===== src/core/sss_pkg.sv =====
// constants, carrier types and states for the scan, sync and scroll command decoder
package sss_pkg;

  // ----------------------------------------------------------------
  // command codes
  // ----------------------------------------------------------------
  localparam logic [7:0] SSS_CMD_SYNC_ON = 8'h35; // frame sync output on
  localparam logic [7:0] SSS_CMD_SCAN = 8'h36; // scan access control
  localparam logic [7:0] SSS_CMD_SCROLL = 8'h37; // scroll start line
  localparam logic [7:0] SSS_CMD_SCROLL_AREA = 8'h33; // area command, decoded elsewhere

  // ----------------------------------------------------------------
  // parameter bit positions
  // ----------------------------------------------------------------
  localparam int SSS_TE_MODE_BIT = 0; // te_line_select
  localparam int SSS_ROW_ORDER_BIT = 7;
  localparam int SSS_COL_ORDER_BIT = 6;
  localparam int SSS_SWAP_BIT = 5;
  localparam int SSS_VSCAN_BIT = 4;
  localparam int SSS_CFILT_BIT = 3;
  localparam int SSS_HSCAN_BIT = 2;
  localparam int SSS_BYTE_W = 8; // bus bits that carry meaning
  localparam int SSS_BUS_W = 24; // full width of the data pins

  // ----------------------------------------------------------------
  // reset values
  // ----------------------------------------------------------------
  localparam logic [15:0] SSS_SCROLL_RESET = 16'h0000;
  localparam logic [7:0] SSS_HI_RESET = 8'h00;

  // ----------------------------------------------------------------
  // carriers
  // ----------------------------------------------------------------
  typedef struct packed {
    logic dc; // cmd_param_select
    logic rd_n; // read_strobe_n
    logic wr_n; // write_strobe_n
    logic [7:0] data; // low data byte
  } sss_pins_t;

  typedef struct packed {
    logic row_order;
    logic column_order;
    logic row_col_swap;
    logic vertical_scan_direction;
    logic color_filter_order;
    logic horizontal_scan_direction;
  } sss_scan_t;

  localparam sss_pins_t SSS_PINS_IDLE = '{dc: 1'h1, rd_n: 1'h1, wr_n: 1'h1, data: 8'h00};
  localparam sss_scan_t SSS_SCAN_RESET = '{default: 1'h0};

  typedef enum {SSS_IDLE, SSS_TE_PARAM, SSS_SCAN_PARAM, SSS_SCROLL_HI, SSS_SCROLL_LO} sss_state_t;

endpackage : sss_pkg


===== src/core/sss_top.sv =====
// command decoder for frame sync output, scan access control and scroll start line
`timescale 1ns/10ps

module sss_top
  import sss_pkg::*;
(
  input wire logic clock,
  input wire logic srst,
  input wire logic cmd_param_select,
  input wire logic read_strobe_n,
  input wire logic write_strobe_n,
  input wire logic [SSS_BUS_W-1:0] data_in,
  input wire logic sw_reset,
  input wire logic sleep_in,
  input wire logic vblank_in,
  input wire logic hblank_in,
  input wire logic frame_start,
  output logic frame_sync_output,
  output sss_scan_t scan_access_control,
  output logic [15:0] scroll_start_line
);

  // ----------------------------------------------------------------
  // pin synchroniser
  // ----------------------------------------------------------------
  sss_pins_t sync1_reg; // first stage, read by second stage only
  sss_pins_t sync2_reg; // second stage
  sss_pins_t sync3_reg; // third stage
  sss_pins_t pins_now; // raw pin bundle
  logic wr_level_reg; // debounced strobe level
  logic wr_rise; // accepted rising strobe edge

  assign pins_now = '{dc: cmd_param_select, rd_n: read_strobe_n, wr_n: write_strobe_n,
                      data: data_in[SSS_BYTE_W-1:0]}; // upper data bits dropped

  // three stages for pins; data and select ride with the strobe
  always_ff @(posedge clock) begin
    if (srst) begin
      sync1_reg <= SSS_PINS_IDLE;
      sync2_reg <= SSS_PINS_IDLE;
      sync3_reg <= SSS_PINS_IDLE;
    end else begin
      sync1_reg <= pins_now;
      sync2_reg <= sync1_reg;
      sync3_reg <= sync2_reg;
    end
  end

  // strobe level only moves once stages two and three agree
  always_ff @(posedge clock) begin
    if (srst) begin
      wr_level_reg <= 1'h1;
    end else if (sync2_reg.wr_n == sync3_reg.wr_n) begin
      wr_level_reg <= sync3_reg.wr_n;
    end
  end

  // a read in progress blocks the write, the host keeps it high
  assign wr_rise = (sync2_reg.wr_n == sync3_reg.wr_n) && sync3_reg.wr_n && !wr_level_reg
                   && sync3_reg.rd_n;

  // ----------------------------------------------------------------
  // byte capture
  // ----------------------------------------------------------------
  logic byte_valid_reg; // one-cycle pulse per written byte
  logic byte_param_reg; // byte was a parameter
  logic [7:0] byte_reg; // captured byte

  // data is taken from stage three, same age as the strobe edge
  always_ff @(posedge clock) begin
    if (srst) begin
      byte_valid_reg <= 1'h0;
      byte_param_reg <= 1'h0;
      byte_reg <= SSS_HI_RESET;
    end else begin
      byte_valid_reg <= wr_rise;
      if (wr_rise) begin
        byte_param_reg <= sync3_reg.dc;
        byte_reg <= sync3_reg.data;
      end
    end
  end

  // ----------------------------------------------------------------
  // command decode
  // ----------------------------------------------------------------
  sss_state_t state_reg; // which parameter is awaited
  sss_state_t state_next;
  logic cmd_take; // command byte arrives
  logic param_take; // parameter byte arrives

  // map a command byte to the state that waits for its parameters
  function automatic sss_state_t sss_decode(input logic [7:0] code);
    sss_state_t st;
    st = SSS_IDLE;
    case (code)
      SSS_CMD_SYNC_ON: st = SSS_TE_PARAM;
      SSS_CMD_SCAN: st = SSS_SCAN_PARAM;
      SSS_CMD_SCROLL: st = SSS_SCROLL_HI;
      default: st = SSS_IDLE; // other commands belong to other blocks
    endcase
    return st;
  endfunction : sss_decode

  assign cmd_take = byte_valid_reg && !byte_param_reg && !sw_reset;
  assign param_take = byte_valid_reg && byte_param_reg && !sw_reset;

  // a command byte always restarts decode, even mid parameter list
  always_comb begin
    state_next = state_reg;
    if (sw_reset) begin
      state_next = SSS_IDLE;
    end else if (cmd_take) begin
      state_next = sss_decode(byte_reg);
    end else if (param_take) begin
      case (state_reg)
        SSS_TE_PARAM: state_next = SSS_IDLE;
        SSS_SCAN_PARAM: state_next = SSS_IDLE;
        SSS_SCROLL_HI: state_next = SSS_SCROLL_LO;
        SSS_SCROLL_LO: state_next = SSS_IDLE;
        default: state_next = SSS_IDLE; // stray parameters are dropped
      endcase
    end
  end

  // no power state gates decoding, sleep included
  always_ff @(posedge clock) begin
    if (srst) begin
      state_reg <= SSS_IDLE;
    end else begin
      state_reg <= state_next;
    end
  end

  logic te_take; // sync-on parameter
  logic scan_take; // scan access parameter
  logic hi_take; // scroll high byte
  logic lo_take; // scroll low byte

  assign te_take = param_take && (state_reg == SSS_TE_PARAM);
  assign scan_take = param_take && (state_reg == SSS_SCAN_PARAM);
  assign hi_take = param_take && (state_reg == SSS_SCROLL_HI);
  assign lo_take = param_take && (state_reg == SSS_SCROLL_LO);

  // ----------------------------------------------------------------
  // frame sync output
  // ----------------------------------------------------------------
  logic te_enable_reg; // output enabled
  logic te_mode_reg; // horizontal blanking included
  logic fso_next;

  // stays on until a reset; the off command lives in another block
  always_ff @(posedge clock) begin
    if (srst || sw_reset) begin
      te_enable_reg <= 1'h0;
      te_mode_reg <= 1'h0;
    end else if (te_take) begin
      te_enable_reg <= 1'h1;
      te_mode_reg <= byte_reg[SSS_TE_MODE_BIT];
    end
  end

  // scan direction bits never enter this term
  always_comb begin
    fso_next = 1'h0;
    if (te_enable_reg && !sleep_in) begin
      if (te_mode_reg) begin
        fso_next = vblank_in || hblank_in;
      end else begin
        fso_next = vblank_in;
      end
    end // sleeping keeps the pin low
  end

  // registered so the pin never glitches on timing edges
  always_ff @(posedge clock) begin
    if (srst) begin
      frame_sync_output <= 1'h0;
    end else begin
      frame_sync_output <= fso_next;
    end
  end

  // ----------------------------------------------------------------
  // scan access control
  // ----------------------------------------------------------------
  // only its own fields move; sleep, idle and partial are elsewhere
  always_ff @(posedge clock) begin
    if (srst || sw_reset) begin
      scan_access_control <= SSS_SCAN_RESET;
    end else if (scan_take) begin
      scan_access_control.row_order <= byte_reg[SSS_ROW_ORDER_BIT];
      scan_access_control.column_order <= byte_reg[SSS_COL_ORDER_BIT];
      scan_access_control.row_col_swap <= byte_reg[SSS_SWAP_BIT];
      scan_access_control.vertical_scan_direction <= byte_reg[SSS_VSCAN_BIT];
      scan_access_control.color_filter_order <= byte_reg[SSS_CFILT_BIT];
      scan_access_control.horizontal_scan_direction <= byte_reg[SSS_HSCAN_BIT];
    end // bits 1 and 0 are simply not kept
  end

  // ----------------------------------------------------------------
  // scroll start line
  // ----------------------------------------------------------------
  logic [7:0] scroll_hi_reg; // staged high byte
  logic [15:0] scroll_pending_reg; // assembled, not yet shown
  logic pending_reg; // a new value waits for the next scan

  // high byte alone changes nothing visible
  always_ff @(posedge clock) begin
    if (srst || sw_reset) begin
      scroll_hi_reg <= SSS_HI_RESET;
    end else if (hi_take) begin
      scroll_hi_reg <= byte_reg;
    end
  end

  // new value arriving with a frame start waits for the following one
  always_ff @(posedge clock) begin
    if (srst || sw_reset) begin
      scroll_pending_reg <= SSS_SCROLL_RESET;
      pending_reg <= 1'h0;
    end else begin
      if (frame_start) begin
        pending_reg <= 1'h0;
      end
      if (lo_take) begin
        scroll_pending_reg <= {scroll_hi_reg, byte_reg};
        pending_reg <= 1'h1; // set beats the frame clear
      end
    end
  end

  // applied only on a scan boundary so a frame never tears
  always_ff @(posedge clock) begin
    if (srst || sw_reset) begin
      scroll_start_line <= SSS_SCROLL_RESET;
    end else if (frame_start && pending_reg) begin
      scroll_start_line <= scroll_pending_reg;
    end
  end
endmodule : sss_top


===== config.mk =====
export PLATFORM = sky130hd
export DESIGN_NAME = sss_top
export DESIGN_NICKNAME = d
export VERILOG_FILES = /design/src/core/sss_pkg.sv /design/src/core/sss_top.sv
export SDC_FILE = /design/constraint.sdc
export NUM_CORES = 1
export LEC_CHECK = 0
export BUFFER_PORTS_ARGS = -buffer_cell sky130_fd_sc_hd__buf_2
export CAP_MARGIN = 20
export CELL_PAD_IN_SITES_DETAIL_PLACEMENT = 1
export CELL_PAD_IN_SITES_GLOBAL_PLACEMENT = 2
export CORE_ASPECT_RATIO = 1.4
export CORE_UTILIZATION = 37
export CTS_CLUSTER_SIZE = 12
export DETAILED_ROUTE_END_ITERATION = 10
export PLACE_DENSITY_LB_ADDON = 0.3
export SLEW_MARGIN = 25
export SYNTH_ARGS = -nofsm -noshare
export SYNTH_HDL_FRONTEND = slang
export SYNTH_SLANG_ARGS = --single-unit

===== constraint.sdc =====
create_clock -name clock -period 2.2 [get_ports clock]
set_clock_uncertainty 0.15 [all_clocks]
set_input_delay 0.55 -clock clock [delete_from_list [all_inputs] [get_ports clock]]
set_output_delay 0.55 -clock clock [all_outputs]
set_load 0.02 [all_outputs]

* After elaboration in Yosys (flattened, before gate mapping)
Cells that the tools add are included.
Word-level totals: register bits after elaboration 126, input port bits 34, output and inout bits 23, word-level logic and storage cells 70
Operators by class: equality and inequality tests 9, muxes and demuxes 7, bitwise operators 1, reduce and logical (&&, ||, !) cells 23
Operators by type and width (count):
- 32-bit by 2-bit == test with 1-bit output, second input constant | 2
- 32-bit by 3-bit == test with 1-bit output, second input constant | 2
- 32-bit 2-to-1 mux | 2
- 32-bit by 4-bit == test with 1-bit output, second input constant | 1
- 8-bit by 6-bit == test with 1-bit output, second input constant | 3
- 1-bit logical AND | 13
- 2-bit one-hot mux with 3 select lines | 1
- 1-bit zero test | 4
- 2-bit nonzero test | 2
- 2-bit OR reduction | 2
- 1-bit 2-to-1 mux | 3
- 3-bit 2-to-1 mux | 1
- 1-bit logical OR | 2
- 1-bit == test | 1
- 1-bit inverter | 1

* Longest topological paths before layout
Gate-level depths: netlist of run 1.
word-level depth 4, gate-level depth with buffers 5, mapped depth without buffers 4

* Worst setup path before layout of run 1
OpenSTA, ideal clock, no wires.
path type input to register, from in sw_reset, to reg scroll_pending_reg[10], library setup time 0.072 ns, arrival time 1.373 ns, required time 1.978 ns, slack 0.606 ns, cell stages on the path 5, path buffers 2, cell sequence nor4b_2 and3_1 buf_6 buf_12 mux2i_1
On the way: longest elaborated chain between the ends 3, elaborated cells on any way between the ends 4, those cells by class 4 x reduce/logical
RTL lines:
- start: declaration | RTL line sss_top.sv:13 | input wire logic sw_reset,
- 1-bit zero test | RTL line sss_top.sv:106 | assign param_take = byte_valid_reg && byte_param_reg && !sw_reset;
- 1-bit logical AND | RTL line sss_top.sv:106
- 1-bit logical AND | RTL line sss_top.sv:143 | assign lo_take = param_take && (state_reg == SSS_SCROLL_LO);
- end signal: assignment | RTL line sss_top.sv:227 | scroll_pending_reg <= {scroll_hi_reg, byte_reg};
- end: declaration | RTL line sss_top.sv:205 | logic [15:0] scroll_pending_reg;
Parallel ways exist; a longest one is shown, timed or not. A chain may end at the register's enable or synchronous reset.

* Worst setup path in the final report of run 1
from reg sync2_reg[8] in the netlist's numbering, to reg byte_reg[2]
On the way: longest elaborated chain between the ends 4
RTL lines:
- start: declaration | RTL line sss_top.sv:27 | sss_pins_t sync2_reg;
- start signal: assignment | RTL line sss_top.sv:44 | sync2_reg <= sync1_reg;
- 1-bit == test | RTL line sss_top.sv:59 | assign wr_rise = (sync2_reg.wr_n == sync3_reg.wr_n) && sync3_reg.wr_n && !wr_level_reg
- 1-bit logical AND (2 in series) | RTL line sss_top.sv:59
- 1-bit logical AND | RTL line sss_top.sv:60 | && sync3_reg.rd_n;
- end signal: assignment | RTL line sss_top.sv:79 | byte_reg <= sync3_reg.data;
- end: declaration | RTL line sss_top.sv:67 | logic [7:0] byte_reg;
No other way between the ends.

==> qor.txt, run 1 <==
CP Max Fanout -> 10
final hold vios -> 0
P&R area growth vs syn -> 18.2%
largest net degree at the start of global routing -> 46
RSZ-0062 raised after global routing -> false
maxcap violations -> 0
Distinct cells, synth -> 29
I/O Pins -> 57
failing checks -> design-rule violations
Pint -> 0.00284 W
Tot GR Track Use -> 14.6%
Inst Count DP -> 448
Net Switching -> 0.000691 W
first-pass GRT wire length -> 9740 um
fin crit share -> 72.3%
Hold Path End -> frame_sync_output
Combinational Power Share -> 2.3%
# DRC -> 1
GR met3 Demand/Resource -> 3.23%
Slew HR -> 58.0%
Bufs on Longest Clock Path -> 2
pwr dens -> 923 mW/mm^2
final estimated routing congestion in global placement -> 0.690
clk slew on worst S/H paths -> 60 ps
worst hold path type -> primary input to flop
RR Endpoint -> byte_reg[2]
Congestion Overflow GR -> 0
grt met1 use -> 14.9%
total power -> 0.00354 W
Netlist Area Pre-Place -> 0.00324 sq mm
largest area contributor in the netlist -> dfxtp_1
Synth top area share -> 59.9%
fin. max-slew vios -> 0
# rows -> 40
register bit total from synthesis -> 97
clock share of power -> 47.0%
Resize count post-CTS -> 0
top_reg_cell synth -> dfxtp_1
WHS Path Cells -> 2
setup TNS -> 0 ps
Layout Cells excl Fill -> 464
Port Buffers -> 40
Hold Crit Start -> sleep_in
gr busiest metal -> met2
Worst Path Buf+Inv -> 0
sequential share of the synthesized area -> 59.9%
Worst Tran Pin Value -> 628 ps
Tmin final -> 1590 ps
outcome -> finished, violations left
Initial DRC Count -> 45
worst r2r src -> sync2_reg[8]
flop-to-flop setup slack -> 610 ps
static leakage -> 1.61 nW
Ys Warns -> 0
CTS root buf -> clkbuf_16
clock buffer count from CTS -> 9
clk sink count -> 97
worst setup path class -> flop to flop
dpl ws -> 341 ps
diode count -> 0
worst reg-to-reg path cell count -> 4
Via Count -> 2175
Net Sw Frac -> 19.5%
final core occ -> 44.8%
Clock Latency Late Sink -> 340 ps
initial antenna violation count -> 0
DP HPWL -> 4230 um
sequential share of power -> 50.7%
Critical Path, Cell by Cell -> ha_1 -> nand3b_1 -> mux2i_1 -> nor2_1
crit path capture type -> flop
Cells after Synth -> 316
vias per inst -> 4.69
Initial Utilization -> 37.9%
met2 Resource Use GR -> 25.5%
DIE AREA -> 0.00914 sq mm
DIE WIDTH -> 81.1 um
final setup vio count -> 0
top post-synthesis cells by area -> dfxtp_1 (60%), mux2i_1 (12%), nand2_1 (8.3%)
Pre-antenna DRT Iters -> 6
htree depth -> 3
top post-synthesis cells by count -> dfxtp_1 (97), nand2_1 (72), mux2i_1 (40)
Layout Nets -> 389
vias in the first global route -> 2099
WP data arrival -> 1650 ps
EDFF count, synth -> 0
final worst slack -> 610 ps
average size of a mapped cell -> 10.3 sq um
setup repair bufs after CTS -> 0
Worst setup SP type -> flop
top-count cell post-synth -> dfxtp_1
Crit-path slowest cell -> nand3b_1
final wirelength -> 5940 um
CP delay by family, top -> simple AND/OR/NAND/NOR gates
post-synthesis net count -> 351
CORE AREA -> 0.00856 sq mm
wire per inst -> 12.8 um
Critical Path RT -> 2260 ps
Worst VDD drop -> 414 uV
Post-DRT Antenna Nets -> 0
die height -> 113 um
hold buffers post-CTS -> 0
Post-synth ARST share -> 0%
TritonCTS clock tree -> done
Worst path max stage delay -> 480 ps
f_max -> 0.629 GHz
layout cells sized above 1 -> 20.6%
==> cell families after synthesis <==
logic type	count (synthesis)	synth area share, %
fa+ha+maj	1	0.386
mux	40	12.4
flops	97	59.9
buf+inv	22	3.63
compound gates	24	4.05
simple gates	132	19.7
==> worst max-delay path by stage <==
stage,from,end,slack [ps],depth (start not counted)
floorplan,sw_reset,scroll_pending_reg[10],610,5
detailed placement,sw_reset,scroll_pending_reg[4],340,5
finish,sync2_reg[8],byte_reg[2],610,4
CTS,sync2_reg[8],byte_reg[2],560,4
global route,sync2_reg[8],byte_reg[0],510,4
global placement,sw_reset,scroll_pending_reg[0],400,5
==> worst reg2reg max path, cell delays in order, from the launching register on <==
cell and delay [ps]:
dfxtp_1 310, ha_1 190, nand3b_1 480, mux2i_1 270, nor2_1 70
==> final cells by class <==
type,count,area [sq um]
Inverter,4,15.0
Timing Repair Buffer,45,238
Clock inverter,5,78.8
Fill cell,982,4730
Tap cell,105,131
Sequential cell,97,1940
Multi-Input combinational cell,197,1180
Clock buffer,11,243
==> per-stage QoR <==
step                cell area (sq um)  hold WS [ps]
global route                     3830           212
global placement                 3510           242
finish                           3830           210
detailed placement               3510           248
CTS                              3830           197
floorplan                        3240           239
==> power groups by stage <==
| stage | logic, W | registers, W | clock network (W) |
|---|---|---|---|
| floorplan | 0.0000569 | 0.00183 | 0 |
| global placement | 0.0000828 | 0.00183 | 0 |
| detailed placement | 0.0000855 | 0.00183 | 0 |
| CTS | 0.0000862 | 0.00179 | 0.00172 |
| global route | 0.0000944 | 0.00179 | 0.00178 |
| finish | 0.0000829 | 0.00179 | 0.00166 |
==> layer usage <==
layer	share of wire (%)	vias up
met4	3.0	0
met2	54	36
li1	-	1103
met3	2.6	11
met5	0	-
met1	40	1025
==> placed cells by master, fill, tap and decap left out, types with 2 or more instances in the layout <==
cell	instances
bufinv_16	2
nor2b_1	26
nand2_1	72
inv_1	4
clkinv_2	2
or2_2	10
nand3_1	3
mux2i_1	40
nor2_1	10
buf_2	40
dfxtp_1	97
buf_4	5
clkbuf_16	9
o32ai_1	2
a21oi_1	20
Power figures use the tool's default switching activity.
==> run 2, diff against run 1 <==
--- a/config.mk
+++ b/config.mk
@@ -10,7 +10,7 @@
 export CELL_PAD_IN_SITES_DETAIL_PLACEMENT = 1
 export CELL_PAD_IN_SITES_GLOBAL_PLACEMENT = 2
 export CORE_ASPECT_RATIO = 1.4
-export CORE_UTILIZATION = 37
+export CORE_UTILIZATION = 34
 export CTS_CLUSTER_SIZE = 12
 export DETAILED_ROUTE_END_ITERATION = 10
 export PLACE_DENSITY_LB_ADDON = 0.3
==> constraint.sdc (replaced) <==
create_clock -name clock -period 1.6 [get_ports clock]
set_clock_uncertainty 0.15 [all_clocks]
set_input_delay 0.4 -clock clock [delete_from_list [all_inputs] [get_ports clock]]
set_output_delay 0.4 -clock clock [all_outputs]
set_load 0.02 [all_outputs]
==> run 2 against run 1 <==
The run still ends with design-rule violations left; global-route usage decreased by 1.2 points; largest power group unchanged; sequential share of layout area fell by 1.4 points; setup slack worse by 500 ps; highest routed layer unchanged.
==> qor.txt, run 2 (synthesis results as in run 1) <==
Bufs on Longest Clock Path -> 2 (unchanged)
setup TNS -> 0 ps (unchanged)
Hold Crit Start -> sleep_in (unchanged)
first-pass GRT wire length -> 10200 um (was 9740 um)
Hold Path End -> frame_sync_output (unchanged)
failing checks -> design-rule violations (unchanged)
Inst Count DP -> 454 (was 448)
DIE WIDTH -> 84.5 um (was 81.1 um)
wire per inst -> 12.7 um (was 12.8 um)
maxcap violations -> 0 (unchanged)
static leakage -> 1.66 nW (was 1.61 nW)
WHS Path Cells -> 2 (unchanged)
final hold slack -> 72.2 ps (was 210 ps)
die height -> 118 um (was 113 um)
CTS root buf -> clkbuf_16 (unchanged)
worst r2r src -> state_reg[0] (was sync2_reg[8])
Worst VDD drop -> 574 uV (was 414 uV)
final setup vio count -> 0 (unchanged)
pwr dens -> 1280 mW/mm^2 (was 923 mW/mm^2)
clk slew on worst S/H paths -> 70 ps (was 60 ps)
# rows -> 41 (was 40)
Layout Nets -> 393 (was 389)
Congestion Overflow GR -> 0 (unchanged)
RR Endpoint -> scroll_pending_reg[11] (was byte_reg[2])
flop-to-flop setup slack -> 110 ps (was 610 ps)
initial antenna violation count -> 0 (unchanged)
Worst setup SP type -> flop (unchanged)
worst hold path type -> primary input to flop (unchanged)
Filler Cell Count -> 1049 (was 982)
CORE AREA -> 0.00913 sq mm (was 0.00856 sq mm)
vias in the first global route -> 2222 (was 2099)
# DRC -> 3 (was 1)
crit path capture type -> flop (unchanged)
Tot GR Track Use -> 13.5% (was 14.6%)
P&R area growth vs syn -> 21.5% (was 18.2%)
final hold vios -> 0 (unchanged)
Layout Cells excl Fill -> 470 (was 464)
fin crit share -> 93.4% (was 72.3%)
Tmin final -> 1490 ps (was 1590 ps)
clock buffer count from CTS -> 9 (unchanged)
layout cells sized above 1 -> 21.8% (was 20.6%)
WP data arrival -> 1610 ps (was 1650 ps)
Slew HR -> 62.9% (was 58.0%)
Reg area -> 0.00194 sq mm (about the same)
TritonCTS clock tree -> done (unchanged)
Post-DRT Antenna Nets -> 0 (unchanged)
htree depth -> 3 (unchanged)
DIE AREA -> 0.00993 sq mm (was 0.00914 sq mm)
worst setup path class -> flop to flop (unchanged)
most frequent cells in the layout -> dfxtp_1 (96), nand2_1 (72), mux2i_1 (40), buf_2 (40), nor2b_1 (26) (was dfxtp_1 (97), nand2_1 (72), mux2i_1 (40), buf_2 (40), nor2b_1 (26))
CP Max Fanout -> 14 (was 10)
Initial Utilization -> 35.5% (was 37.9%)
outcome -> finished, violations left (unchanged)
Worst Tran Pin Value -> 557 ps (was 628 ps)
Pre-antenna DRT Iters -> 9 (was 6)
Clock Latency Late Sink -> 340 ps (about the same)
Initial DRC Count -> 91 (was 45)
clk sink count -> 97 (unchanged)
Port Buffers -> 40 (unchanged)
diode count -> 0 (unchanged)
final core occ -> 43.1% (was 44.8%)
final wirelength -> 5950 um (was 5940 um)
hold buffers post-CTS -> 0 (unchanged)
most common cell after layout, fill and taps aside -> dfxtp_1 (unchanged)
Critical Path RT -> 1720 ps (was 2260 ps)
I/O Pins -> 57 (unchanged)
area of the multi-input gates -> 0.00118 sq mm (unchanged)
fin. max-slew vios -> 0 (unchanged)
worst reg-to-reg path cell count -> 4 (unchanged)
Via Count -> 2164 (was 2175)
vias per inst -> 4.60 (was 4.69)
DP HPWL -> 4090 um (was 4230 um)
largest net degree at the start of global routing -> 35 (was 46)
RSZ-0062 raised after global routing -> false (unchanged)
f_max -> 0.669 GHz (was 0.629 GHz)
final estimated routing congestion in global placement -> 0.701 (was 0.690)
[run 2: cell count changes in the layout (fill, tap and decap cells not counted), sizes merged]
cell / before / now
clkinvlp: 0 / 1
buf: 45 / 49
bufinv: 2 / 3
clkinv: 3 / 1
[run 2: timing repair]
action	4_1_cts	5_1_grt
hold endpoints to repair	0	0
buffers inserted	0	0
endpoints found under the setup margin	0	3
resized for setup	0	1
[run 2: report_power, final]
part	leakage, nW	total, W	internal (W)	switching, W
combinational	0.703	0.000126	0.0000612	0.0000647
clock	0.166	0.00245	0.00157	0.000880
sequential	0.788	0.00246	0.00245	0.0000111
[run 2: worst max-delay path, stage by stage, from the launching register on]
cell and delay, ps:
dfxtp_1 340, nor4b_2 310, and3_1 240, buf_12 170, mux2i_1 200
[run 2: area by class of cell]
class                           instances  share of cell area [%]
Sequential cell                        97                    49.3
Multi-Input combinational cell        197                    30.1
Timing Repair Buffer                   49                    8.07
Clock buffer                           11                    6.16
Tap cell                              107                    3.40
Clock inverter                          5                    2.60
Inverter                                4                   0.381
[run 2: worst max path at each step]
| stage | slack (ps) | cells past startpoint | start | to |
|---|---|---|---|---|
| floorplan | 160 | 5 | sw_reset | scroll_pending_reg[10] |
| global placement | -10 | 5 | sw_reset | scroll_hi_reg[5] |
| detailed placement | -30 | 5 | sw_reset | scroll_pending_reg[13] |
| CTS | 70 | 4 | byte_valid_reg | scroll_pending_reg[11] |
| global route | 50 | 4 | state_reg[0] | scroll_pending_reg[11] |
| finish | 110 | 4 | state_reg[0] | scroll_pending_reg[11] |
[run 2: routing by layer]
layer  global-route usage (%)  wire length (um)  vias to the layer above
li1                         -                 -                     1115
met4                     8.90               179                        0
met3                     2.52               178                       14
met1                     13.9              2430                     1000
met5                        0                 0                        -
met2                     24.4              3170                       35
[run 2: stage by stage]
step                setup WS [ps]  power, W  cell area, sq um
detailed placement          -33.5   0.00265              3590
global route                 46.6   0.00522              3940
CTS                          65.0   0.00512              3940
finish                        105   0.00504              3940
global placement            -14.1   0.00264              3590
floorplan                     156   0.00259              3240
==> run 3, diff against run 2 <==
--- a/config.mk
+++ b/config.mk
@@ -7,10 +7,8 @@
 export LEC_CHECK = 0
 export BUFFER_PORTS_ARGS = -buffer_cell sky130_fd_sc_hd__buf_2
 export CAP_MARGIN = 20
-export CELL_PAD_IN_SITES_DETAIL_PLACEMENT = 1
-export CELL_PAD_IN_SITES_GLOBAL_PLACEMENT = 2
 export CORE_ASPECT_RATIO = 1.4
-export CORE_UTILIZATION = 34
+export CORE_UTILIZATION = 54
 export CTS_CLUSTER_SIZE = 12
 export DETAILED_ROUTE_END_ITERATION = 10
 export PLACE_DENSITY_LB_ADDON = 0.3
==> run 3 against run 2 <==
The flow now finishes without violations; routed wire length fell by 16%; power fell by 19%; first-iteration DRC count fell by 7.7%; combinational power barely moved; cell count fell by 7.2%; critical path depth did not move; largest power group unchanged; highest routed layer unchanged.
==> qor.txt, run 3 (synthesis results as in run 1) <==
pwr dens -> 1090 mW/mm^2 (was 1280 mW/mm^2)
Via Count -> 2127 (was 2164)
CTS root buf -> clkbuf_8 (was clkbuf_16)
clock buffer count from CTS -> 9 (unchanged)
WP data arrival -> 1620 ps (was 1610 ps)
final wirelength -> 4980 um (was 5950 um)
total power -> 0.00408 W (was 0.00504 W)
final setup vio count -> 0 (unchanged)
Net Switching -> 0.000847 W (was 0.000956 W)
vias in the first global route -> 1933 (was 2222)
Critical Path, Cell by Cell -> nor4b_2 -> and3_1 -> buf_12 -> mux2i_1 (unchanged)
clock share of power -> 36.6% (was 48.6%)
CP delay by family, top -> simple AND/OR/NAND/NOR gates (unchanged)
most frequent cells in the layout -> dfxtp_1 (97), nand2_1 (72), mux2i_1 (40), buf_2 (40), nor2b_1 (26) (was dfxtp_1 (96), nand2_1 (72), mux2i_1 (40), buf_2 (40), nor2b_1 (26))
static leakage -> 1.59 nW (was 1.66 nW)
final core occ -> 64.3% (was 43.1%)
Critical Path RT -> 1730 ps (was 1720 ps)
Worst Path Buf+Inv -> 1 (unchanged)
Congestion Overflow GR -> 0 (unchanged)
Filler Cell Count -> 498 (was 1049)
outcome -> completed (was finished, violations left)
Post-DRT Antenna Nets -> 0 (unchanged)
Initial DRC Count -> 84 (was 91)
largest net degree at the start of global routing -> 37 (was 35)
Initial Utilization -> 55.7% (was 35.5%)
DIE WIDTH -> 67.5 um (was 84.5 um)
sequential share of power -> 60.3% (was 48.9%)
DP HPWL -> 3500 um (was 4090 um)
most common cell after layout, fill and taps aside -> dfxtp_1 (unchanged)
I/O Pins -> 57 (unchanged)
# DRC -> 0 (was 3)
Layout Nets -> 396 (was 393)
Worst path max stage delay -> 350 ps (was 340 ps)
clk sink count -> 97 (unchanged)
fin crit share -> 93.3% (was 93.4%)
Slew HR -> 82.3% (was 62.9%)
Combinational Power Share -> 3.1% (was 2.5%)
Net Sw Frac -> 20.7% (was 19.0%)
worst hold path type -> primary input to flop (unchanged)
Worst Tran Pin Value -> 262 ps (was 557 ps)
htree depth -> 3 (unchanged)
CP Max Fanout -> 14 (unchanged)
CORE AREA -> 0.00582 sq mm (was 0.00913 sq mm)
final hold slack -> 50.1 ps (was 72.2 ps)
Clock Latency Late Sink -> 350 ps (was 340 ps)
Port Buffers -> 40 (unchanged)
# rows -> 33 (was 41)
layout cells sized above 1 -> 21.9% (was 21.8%)
Pre-antenna DRT Iters -> 4 (was 9)
fin. max-slew vios -> 0 (unchanged)
final hold vios -> 0 (unchanged)
Worst setup SP type -> flop (unchanged)
diode count -> 0 (unchanged)
crit path capture type -> flop (unchanged)
Tmin final -> 1490 ps (about the same)
P&R area growth vs syn -> 15.5% (was 21.5%)
vias per inst -> 4.88 (was 4.60)
placed cell areas -> 0.00356 sq mm (was 0.00359 sq mm)
first-pass GRT wire length -> 8330 um (was 10200 um)
f_max -> 0.670 GHz (was 0.669 GHz)
hold buffers post-CTS -> 0 (unchanged)
wire per inst -> 11.4 um (was 12.7 um)
post-route cell area -> 0.00374 sq mm (was 0.00394 sq mm)
Bufs on Longest Clock Path -> 2 (unchanged)
maxcap violations -> 0 (unchanged)
DIE AREA -> 0.00632 sq mm (was 0.00993 sq mm)
Resize count post-CTS -> 0 (unchanged)
Tot GR Track Use -> 17.8% (was 13.5%)
Pint -> 0.00323 W (was 0.00408 W)
worst setup path class -> flop to flop (unchanged)
Crit-path slowest cell -> dfxtp_1 (unchanged)
die height -> 93.7 um (was 118 um)
Worst VDD drop -> 1140 uV (was 574 uV)
TritonCTS clock tree -> done (unchanged)
final estimated routing congestion in global placement -> 0.773 (was 0.701)
initial antenna violation count -> 0 (unchanged)
RSZ-0062 raised after global routing -> false (unchanged)
clk slew on worst S/H paths -> 90 ps (was 70 ps)
setup repair bufs after CTS -> 0 (unchanged)
[run 3: cell count changes in the layout (fill, tap and decap cells not counted), sizes merged]
cell	change
clkinv	+2
bufinv	-2
buf	+3
[run 3: path summary, 6_finish.rpt]
kind	from	to	slack, ps	depth (start not counted)
max	state_reg[0]	scroll_pending_reg[4]	110	4
min	sleep_in	frame_sync_output	50	2
max reg2reg	state_reg[0]	scroll_pending_reg[4]	110	4
min reg2reg	sync1_reg[9]	sync2_reg[9]	260	1
[run 3: final cells by class]
| type | count | area, sq um | area share [%] |
|---|---|---|---|
| Sequential cell | 97 | 1940 | 51.9 |
| Clock buffer | 11 | 131 | 3.51 |
| Multi-Input combinational cell | 197 | 1180 | 31.6 |
| Clock inverter | 5 | 56.3 | 1.50 |
| Tap cell | 70 | 87.6 | 2.34 |
| Timing Repair Buffer | 52 | 328 | 8.76 |
| Inverter | 4 | 15.0 | 0.401 |
[run 3: through the flow]
step / instances / setup WS [ps] / TNS (ps)
after floorplan: 316 / 156 / 0
after global placement: 420 / 47.8 / 0
after detailed placement: 420 / -8.95 / -22.4
after CTS: 436 / 113 / 0
after global routing: 436 / 31.5 / 0
final: 436 / 108 / 0
[run 3: metal layers]
metal / GRT usage (%) / part of all wire [%]
met4: 9.04 / 1.4
met5: 0 / 0
met1: 19.0 / 43
met3: 5.10 / 3.2
met2: 30.8 / 53
[run 3: power by group through the flow]
| stage | sequential [W] | combinational, W | clock [W] |
|---|---|---|---|
| 6_report | 0.00246 | 0.000127 | 0.00149 |
| 3_5_place_dp | 0.00252 | 0.000128 | 0 |
| 5_1_grt | 0.00246 | 0.000142 | 0.00164 |
| 3_3_place_gp | 0.00251 | 0.000125 | 0 |
| 2_1_floorplan | 0.00251 | 0.0000782 | 0 |
| 4_1_cts | 0.00246 | 0.000129 | 0.00153 |
